==> src/hw/sebs_defines.vh <==
// Purpose: constants of the servo enable / brake sequencer
// Assumes: 50 MHz mclk, 32-bit classic wishbone register bus
// Notes: definitions only
`ifndef SEBS_DEFINES_VH
`define SEBS_DEFINES_VH

// ----------------------------------------------------------------
// timing and stop speed
// ----------------------------------------------------------------
`define SEBS_CLK_NS 20
`define SEBS_MS_NS 1000000
`define SEBS_MS_CYCLES (`SEBS_MS_NS / `SEBS_CLK_NS)
`define SEBS_DB_SETTLE_MS 16'h0002
`define SEBS_STOP_RPM 16'h001e

// ----------------------------------------------------------------
// register byte offsets
// ----------------------------------------------------------------
`define SEBS_CTRL_OFS 8'h00
`define SEBS_PU_WAIT_OFS 8'h04
`define SEBS_STALL_DLY_OFS 8'h08
`define SEBS_RUN_DLY_OFS 8'h0c
`define SEBS_BRK_SPD_OFS 8'h10
`define SEBS_SEQ_OFS 8'h14
`define SEBS_STATUS_OFS 8'h18
`define SEBS_MFR_BASE 8'h80

// ----------------------------------------------------------------
// fields
// ----------------------------------------------------------------
`define SEBS_CTRL_SON_BIT 0
`define SEBS_CTRL_BRK_BIT 1
`define SEBS_SEQ_OFF_DB_BIT 0
`define SEBS_SEQ_OFF_ENERG_BIT 1
`define SEBS_SEQ_ALM_DB_BIT 2
`define SEBS_ST_READY_BIT 0
`define SEBS_ST_PROT_BIT 1
`define SEBS_ST_ENERG_BIT 2
`define SEBS_ST_DB_BIT 3
`define SEBS_ST_BRK_BIT 4
`define SEBS_ST_TRAVEL_BIT 5
`define SEBS_ST_STATE_LSB 8

// ----------------------------------------------------------------
// reset values
// ----------------------------------------------------------------
`define SEBS_PU_WAIT_RST 16'h05dc
`define SEBS_STALL_DLY_RST 16'h0000
`define SEBS_RUN_DLY_RST 16'h0000
`define SEBS_BRK_SPD_RST 16'h001e
`define SEBS_SEQ_RST 3'h0

`endif

==> src/hw/sebs_sequencer.v <==
// Purpose: servo ready, servo-on/off and brake sequencing of a servo drive
// Assumes: motor_speed is an absolute r/min value from logic on mclk
// Notes: registers on classic wishbone; status pins on mclk flip-flops
//
// Operation
// - servo ready needs init done, main power, no alarm, synced fieldbus link
// - protection, travel inhibit included, activates about 1.5 s after init starts
// - power-up protection delay is the wait-time register reset value, loaded at reset release
// - brake release output follows only the host brake release request
// - servo-off at standstill keeps motor energized for the stall delay
// - servo-off sequence setting selects dynamic brake engagement during deceleration after a running servo-off
// - servo-on withheld while motor speed is 30 r/min or more
// - running brake delay ends at delay expiry or speed below release speed
// - servo-on during deceleration waits until the motor has stopped
// - servo-off sequence setting selects energization during the running brake delay
// - alarm sequence setting selects dynamic brake behaviour when an alarm stops a running motor after protection activates
// - manufacturer parameter class is not reachable over the bus
`timescale 1ns/1ps
`default_nettype none
`include "sebs_defines.vh"

module sebs_sequencer #(
	parameter MS_CYCLES = `SEBS_MS_CYCLES
) (
	input wire mclk,
	input wire reset,
	input wire wb_cyc_i,
	input wire wb_stb_i,
	input wire wb_we_i,
	input wire [7:0] wb_adr_i,
	input wire [3:0] wb_sel_i,
	input wire [31:0] wb_dat_i,
	output reg [31:0] wb_dat_o,
	output reg wb_ack_o,
	input wire init_done,
	input wire main_power_ok,
	input wire alarm,
	input wire link_synced,
	input wire positive_travel_inhibit,
	input wire negative_travel_inhibit,
	input wire [15:0] motor_speed,
	output reg servo_ready_reg,
	output reg protect_active_reg,
	output reg travel_stop_reg,
	output reg dyn_brake_engaged_reg,
	output reg motor_energized_reg,
	output reg brake_release_output_reg
);

// ----------------------------------------------------------------
// states
// ----------------------------------------------------------------
localparam S_OFF = 3'h0;
localparam S_DB_REL = 3'h1;
localparam S_ON = 3'h2;
localparam S_STALL_OFF = 3'h3;
localparam S_RUN_OFF = 3'h4;
localparam S_DECEL = 3'h5;

function [15:0] lane_write;
	input [15:0] old;
	input [31:0] dat;
	input [3:0] sel;
	begin
		lane_write[7:0] = sel[0] ? dat[7:0] : old[7:0];
		lane_write[15:8] = sel[1] ? dat[15:8] : old[15:8];
	end
endfunction

// ----------------------------------------------------------------
// pin synchronisers
// ----------------------------------------------------------------
reg [5:0] meta_reg;
reg [5:0] sync_reg;
wire init_s = sync_reg[0];
wire power_s = sync_reg[1];
wire alarm_s = sync_reg[2];
wire link_s = sync_reg[3];
wire pos_inh_s = sync_reg[4];
wire neg_inh_s = sync_reg[5];

always @(posedge mclk) begin
	if (reset) begin
		meta_reg <= 6'h00;
		sync_reg <= 6'h00;
	end else begin
		meta_reg <= {negative_travel_inhibit, positive_travel_inhibit, link_synced,
			alarm, main_power_ok, init_done};
		sync_reg <= meta_reg;
	end
end

// ----------------------------------------------------------------
// registers
// ----------------------------------------------------------------
reg son_cmd_reg;
reg brk_req_reg;
reg [15:0] pu_wait_reg;
reg [15:0] stall_dly_reg;
reg [15:0] run_dly_reg;
reg [15:0] brk_spd_reg;
reg [2:0] seq_reg;
reg [2:0] state_reg;
reg [2:0] state_next;

wire req = wb_cyc_i && wb_stb_i && !wb_ack_o;
wire wr = req && wb_we_i;
wire mfr_area = wb_adr_i >= `SEBS_MFR_BASE;

always @(posedge mclk) begin
	if (reset) begin
		son_cmd_reg <= 1'b0;
		brk_req_reg <= 1'b0;
		pu_wait_reg <= `SEBS_PU_WAIT_RST;
		stall_dly_reg <= `SEBS_STALL_DLY_RST;
		run_dly_reg <= `SEBS_RUN_DLY_RST;
		brk_spd_reg <= `SEBS_BRK_SPD_RST;
		seq_reg <= `SEBS_SEQ_RST;
	end else if (wr && !mfr_area && wb_sel_i[0]) begin
		case (wb_adr_i)
		`SEBS_CTRL_OFS: begin
			son_cmd_reg <= wb_dat_i[`SEBS_CTRL_SON_BIT];
			brk_req_reg <= wb_dat_i[`SEBS_CTRL_BRK_BIT];
		end
		`SEBS_PU_WAIT_OFS: pu_wait_reg <= lane_write(pu_wait_reg, wb_dat_i, wb_sel_i);
		`SEBS_STALL_DLY_OFS: stall_dly_reg <= lane_write(stall_dly_reg, wb_dat_i, wb_sel_i);
		`SEBS_RUN_DLY_OFS: run_dly_reg <= lane_write(run_dly_reg, wb_dat_i, wb_sel_i);
		`SEBS_BRK_SPD_OFS: brk_spd_reg <= lane_write(brk_spd_reg, wb_dat_i, wb_sel_i);
		`SEBS_SEQ_OFS: seq_reg <= wb_dat_i[2:0];
		default: ;
		endcase
	end
end

// unmapped and manufacturer addresses are acked with zero, never an error
always @(posedge mclk) begin
	if (reset) begin
		wb_ack_o <= 1'b0;
		wb_dat_o <= 32'h00000000;
	end else begin
		wb_ack_o <= req;
		wb_dat_o <= 32'h00000000;
		if (req && !wb_we_i && !mfr_area) begin
			case (wb_adr_i)
			`SEBS_CTRL_OFS: wb_dat_o <= {30'h00000000, brk_req_reg, son_cmd_reg};
			`SEBS_PU_WAIT_OFS: wb_dat_o <= {16'h0000, pu_wait_reg};
			`SEBS_STALL_DLY_OFS: wb_dat_o <= {16'h0000, stall_dly_reg};
			`SEBS_RUN_DLY_OFS: wb_dat_o <= {16'h0000, run_dly_reg};
			`SEBS_BRK_SPD_OFS: wb_dat_o <= {16'h0000, brk_spd_reg};
			`SEBS_SEQ_OFS: wb_dat_o <= {29'h00000000, seq_reg};
			`SEBS_STATUS_OFS: wb_dat_o <= {21'h000000, state_reg, 2'h0,
				travel_stop_reg, brake_release_output_reg, dyn_brake_engaged_reg,
				motor_energized_reg, protect_active_reg, servo_ready_reg};
			default: wb_dat_o <= 32'h00000000;
			endcase
		end
	end
end

// ----------------------------------------------------------------
// millisecond tick and timers
// ----------------------------------------------------------------
reg [15:0] pre_reg;
reg ms_tick_reg;

always @(posedge mclk) begin
	if (reset) begin
		pre_reg <= 16'h0000;
		ms_tick_reg <= 1'b0;
	end else if (pre_reg == MS_CYCLES[15:0] - 16'h0001) begin
		pre_reg <= 16'h0000;
		ms_tick_reg <= 1'b1;
	end else begin
		pre_reg <= pre_reg + 16'h0001;
		ms_tick_reg <= 1'b0;
	end
end

// init starts at reset release; the wait is counted from then
reg pu_start_reg;
wire pu_done;

always @(posedge mclk) begin
	if (reset)
		pu_start_reg <= 1'b1;
	else
		pu_start_reg <= 1'b0;
end

sebs_timer #(.W(16)) u_pu_timer (
	.mclk(mclk),
	.reset(reset),
	.start(pu_start_reg),
	.tick(ms_tick_reg),
	.load_ms(pu_wait_reg),
	.done(pu_done)
);

reg dly_start;
reg [15:0] dly_load;
wire dly_done;

sebs_timer #(.W(16)) u_dly_timer (
	.mclk(mclk),
	.reset(reset),
	.start(dly_start),
	.tick(ms_tick_reg),
	.load_ms(dly_load),
	.done(dly_done)
);

// ----------------------------------------------------------------
// sequencer
// ----------------------------------------------------------------
wire stopped = motor_speed < `SEBS_STOP_RPM;
wire ready_now = init_s && power_s && !alarm_s && link_s;
wire alarm_hit = alarm_s && protect_active_reg;
reg alm_off_reg;

always @* begin
	state_next = state_reg;
	dly_start = 1'b0;
	dly_load = 16'h0000;
	case (state_reg)
	S_OFF: begin
		if (son_cmd_reg && servo_ready_reg && stopped) begin
			state_next = S_DB_REL;
			dly_start = 1'b1;
			dly_load = `SEBS_DB_SETTLE_MS;
		end
	end
	S_DB_REL: begin
		if (!son_cmd_reg || !servo_ready_reg)
			state_next = S_OFF;
		else if (dly_done)
			state_next = S_ON;
	end
	S_ON: begin
		if (alarm_hit || !son_cmd_reg || !servo_ready_reg) begin
			dly_start = 1'b1;
			if (stopped) begin
				state_next = S_STALL_OFF;
				dly_load = stall_dly_reg;
			end else begin
				state_next = S_RUN_OFF;
				dly_load = run_dly_reg;
			end
		end
	end
	S_STALL_OFF: begin
		if (dly_done)
			state_next = S_OFF;
	end
	S_RUN_OFF: begin
		if (dly_done || motor_speed < brk_spd_reg)
			state_next = S_DECEL;
	end
	S_DECEL: begin
		if (stopped)
			state_next = S_OFF;
	end
	default: state_next = S_OFF;
	endcase
end

// a running stop must not be cut short by a new servo-on
always @(posedge mclk) begin
	if (reset) begin
		state_reg <= S_OFF;
		alm_off_reg <= 1'b0;
	end else begin
		state_reg <= state_next;
		if (state_reg == S_ON && state_next != S_ON)
			alm_off_reg <= alarm_hit;
		else if (state_next == S_OFF && !alarm_hit)
			alm_off_reg <= 1'b0;
		else if (state_reg == S_OFF && alarm_hit)
			alm_off_reg <= 1'b1;
	end
end

// seq bit set means dynamic brake engaged in that phase
wire db_off_sel = alm_off_reg ? seq_reg[`SEBS_SEQ_ALM_DB_BIT] : seq_reg[`SEBS_SEQ_OFF_DB_BIT];

always @(posedge mclk) begin
	if (reset) begin
		servo_ready_reg <= 1'b0;
		protect_active_reg <= 1'b0;
		travel_stop_reg <= 1'b0;
		dyn_brake_engaged_reg <= 1'b1;
		motor_energized_reg <= 1'b0;
		brake_release_output_reg <= 1'b0;
	end else begin
		servo_ready_reg <= ready_now;
		if (pu_done)
			protect_active_reg <= 1'b1;
		travel_stop_reg <= protect_active_reg && (pos_inh_s || neg_inh_s);
		brake_release_output_reg <= brk_req_reg;
		case (state_next)
		S_OFF: begin
			motor_energized_reg <= 1'b0;
			dyn_brake_engaged_reg <= 1'b1;
		end
		S_DB_REL: begin
			dyn_brake_engaged_reg <= 1'b0;
			motor_energized_reg <= 1'b0;
		end
		S_ON: begin
			dyn_brake_engaged_reg <= 1'b0;
			motor_energized_reg <= 1'b1;
		end
		S_STALL_OFF: begin
			motor_energized_reg <= 1'b1;
			dyn_brake_engaged_reg <= 1'b0;
		end
		S_RUN_OFF, S_DECEL: begin
			motor_energized_reg <= (state_next == S_RUN_OFF) && !alm_off_reg && !alarm_hit &&
				seq_reg[`SEBS_SEQ_OFF_ENERG_BIT];
			if (alarm_hit || alm_off_reg)
				dyn_brake_engaged_reg <= seq_reg[`SEBS_SEQ_ALM_DB_BIT];
			else
				dyn_brake_engaged_reg <= db_off_sel;
		end
		default: begin
			motor_energized_reg <= 1'b0;
			dyn_brake_engaged_reg <= 1'b1;
		end
		endcase
	end
end

endmodule // sebs_sequencer

`default_nettype wire

==> src/hw/sebs_timer.v <==
// Purpose: millisecond down-counter used for sequencer delays
// Assumes: tick is a one-cycle pulse once per millisecond
// Notes: done stays high from expiry until the next start
`timescale 1ns/1ps
`default_nettype none

module sebs_timer #(
	parameter W = 16
) (
	input wire mclk,
	input wire reset,
	input wire start,
	input wire tick,
	input wire [W-1:0] load_ms,
	output wire done
);

reg [W-1:0] count_reg;
reg run_reg;

assign done = run_reg && (count_reg == {W{1'b0}});

always @(posedge mclk) begin
	if (reset) begin
		count_reg <= {W{1'b0}};
		run_reg <= 1'b0;
	end else if (start) begin
		count_reg <= load_ms;
		run_reg <= 1'b1;
	end else if (tick && run_reg && count_reg != {W{1'b0}}) begin
		count_reg <= count_reg - {{(W-1){1'b0}}, 1'b1};
	end
end

endmodule // sebs_timer

`default_nettype wire

==> config.mk <==
export PLATFORM = sky130hd
export DESIGN_NAME = sebs_sequencer
export DESIGN_NICKNAME = d
export VERILOG_FILES = /design/src/hw/sebs_sequencer.v /design/src/hw/sebs_timer.v
export VERILOG_INCLUDE_DIRS = /design/src /design/src/hw
export SDC_FILE = /design/constraint.sdc
export NUM_CORES = 1
export LEC_CHECK = 0
export BUFFER_PORTS_ARGS = -buffer_cell sky130_fd_sc_hd__buf_2
export CAP_MARGIN = 20
export CORE_MARGIN = 2
export CORE_UTILIZATION = 25
export CTS_CLUSTER_SIZE = 16
export DETAILED_ROUTE_END_ITERATION = 10
export GPL_TIMING_DRIVEN = 0
export HOLD_SLACK_MARGIN = 0.1
export SLEW_MARGIN = 5
export SYNTH_ARGS = -nofsm -noshare
export SYNTH_HDL_FRONTEND = slang
export SYNTH_SLANG_ARGS = --single-unit
export TNS_END_PERCENT = 50
==> constraint.sdc <==
create_clock -name mclk -period 2 [get_ports mclk]
set_input_delay 0.2 -clock mclk [delete_from_list [all_inputs] [get_ports mclk]]
set_output_delay 0.2 -clock mclk [all_outputs]
set_load 0.02 [all_outputs]
==> out/results.tsv <==
metric	value	unit
GRT Total Usage	0.1551	
Die Span X	179.3	um
Tmin final	2.022	ns
total die area	32140	um^2
PortBufs	74	
Reg-to-Reg Start	u_dly_timer.count_reg[3]	
hold path start	wb_dat_i[8]	
DP HPWL	18110	um
vias per cell	5.013	
Setup CP Type	register to register	
First-pass DRT Iterations	6	
synthesized area	7680	um^2
DRT antenna net count	0	
DP Area	8612	um^2
Placement Setup Slack	-0.8310	ns
first-pass GRT wire length	38120	um
fin crit share	1.011	
Die Ht	179.3	um
outcome	complete, but fails checks	
Core Rows	64	
vias in the first global route	6762	
initial core utilization	0.2524	
critical path arrival	2.31	ns
placed cells	1387	
Max Clk Rate	494.6	MHz
worst-margin pin slew	0.7708	ns
Vias	7304	
Post-Route Utilization	0.3285	
Post-synth EDFFs	0	
Rel. slew slack	0.4861	
Pwr Total	7.079	mW
gr ovfl total	0	
skew final	0.01176	ns
ratio of cells with drive above 1 in the final layout	0.2356	
TritonCTS clock tree	done	
mean routed wirelength per cell	17.20	um
CP Max Fanout	8	
largest net degree at the start of global routing	19	
Setup TNS	-0.03217	ns
final instance area	9996	um^2
RePlAce Congestion	0.8935	
Clock Latency Late Sink	0.44	ns
Worst Hold Class	primary input to register	
Root Buffer	clkbuf_16	
Synth cell types	66	
number of placed I/O pins	110	
ys flop type	dfxtp_1	
# fillers	3141	
Final Hold Violating Endpoints	0	
R2R Setup Slk	-0.02	ns
number of diodes	0	
count of pins over their slew limit	0	
initial antenna violation count	0	
CP Launch Type	register	
synth-to-layout area growth	30.16	%
Worst Setup End Kind	register	
asr flop ratio synth	0	
Hold EP	brk_spd_reg[8]	
Leakage Power	3.984	nW
CTS Buffer Depth	2	
worst path required time	2.29	ns
Max Cap Violations	0	
setup ws final	-0.02175	ns
clock sink total	160	
hold path depth	3	
yosys warns	0	
R2R cell count	7	
fin cells	1457	
final setup violation count	3	
flops & latches, synth	160	
core area	30430	um^2
H-tree levels	4	
Nets	1138	
Peak VDD IR	0.6034	mV
RSZ-0062 raised after global routing	true	
sequential element share of the synthesized area	0.4171	
Detailed Route WL	25060	um
Power Density	708.2	nW/um^2
Syn Area/Cell	8.514	um^2
Initial DRC Count	710	
failing checks	negative setup slack	
Post-route DRC	0	
commonest non-fill, non-tap cell in the layout	dfxtp_1	
Worst-path clk slew	0.07	ns
worst hold slack	0.1277	ns
commonest non-fill, non-tap cells in the layout	dfxtp_1, nor2_1, buf_2	
Inserted Clock Buffers	17	
Post-Synthesis Cells	902	
R2R Path End	alm_off_reg	
[critical path, stage by stage, from the launching register on]
cell and delay [ns]:
dfxtp_2 0.35, nor4_4 0.39, and4_1 0.25, buf_6 0.16
nand2_2 0.08, mux2_4 0.32, a22oi_4 0.19, a311oi_1 0.13
[power by group]
group	switching, mW	internal [mW]
clock	1.60	1.72
sequential	0.0409	3.22
combinational	0.297	0.199
total	1.94	5.14
[Yosys cell counts (all sizes together), types with 17 or more instances]
cell type | instances | area share
a21oi | 78 | 0.051
nor3 | 27 | 0.020
nor2b | 17 | 0.014
nor2 | 108 | 0.053
xor2 | 18 | 0.021
dfxtp | 160 | 0.42
nand2 | 76 | 0.037
nor4 | 21 | 0.020
mux2i | 48 | 0.063
clkbuf | 39 | 0.019
a22oi | 26 | 0.027
o21ai | 25 | 0.016
ha | 19 | 0.031
inv | 31 | 0.015
buf | 30 | 0.026
nand3 | 51 | 0.037
[area by class of cell]
type	instances	area [um^2]	area share
buffer	63	366.6	0.03668
clock inverter	14	158.9	0.01590
multi-input combinational	658	4422	0.4424
timing repair buffer	117	775.7	0.07761
sequential	160	3222	0.3223
clock buffer	18	439.2	0.04394
tap	396	495.5	0.04957
inverter	31	116.4	0.01164
[metal layers]
| layer | GRT usage | wire [um] |
|---|---|---|
| met5 | 0 | 0 |
| met4 | 0.04032 | 431 |
| met3 | 0.03626 | 2147 |
| met2 | 0.2219 | 10350 |
| met1 | 0.2304 | 12130 |
[cell families (layout without fill, tap and decap cells)]
family | count (synthesis) | count (layout) | share of synthesized area
simple gates | 356 | 357 | 0.2322
compound gates | 185 | 185 | 0.1572
flops | 160 | 160 | 0.4171
buf+inv | 100 | 243 | 0.05979
mux | 50 | 50 | 0.06696
xor+xnor | 31 | 31 | 0.03535
fa+ha+maj | 19 | 19 | 0.03095
other cells | 1 | 16 | 0.0004883
[timing repair]
action	in CTS	in global routing
buffers inserted	7	11
pin swaps	14	19
hold buffers	23	1
gates cloned	1	1
endpoints found under the setup margin	111	104
gates resized for setup	62	56
hold endpoints to repair	50	1
[how the worst max path moves through the flow]
stage	start	end	slack, ns	cells after the start
floorplan	wb_adr_i[0]	brk_spd_reg[4]	-0.06	7
global placement	motor_speed[6]	u_dly_timer.count_reg[7]	-0.78	9
detailed placement	motor_speed[6]	u_dly_timer.count_reg[7]	-0.83	9
CTS	wb_adr_i[0]	wb_dat_o[7]	-0.01	9
global route	u_dly_timer.count_reg[3]	u_dly_timer.count_reg[15]	-0.13	7
finish	u_dly_timer.count_reg[3]	alm_off_reg	-0.02	7
Power figures use the tool's default switching activity.
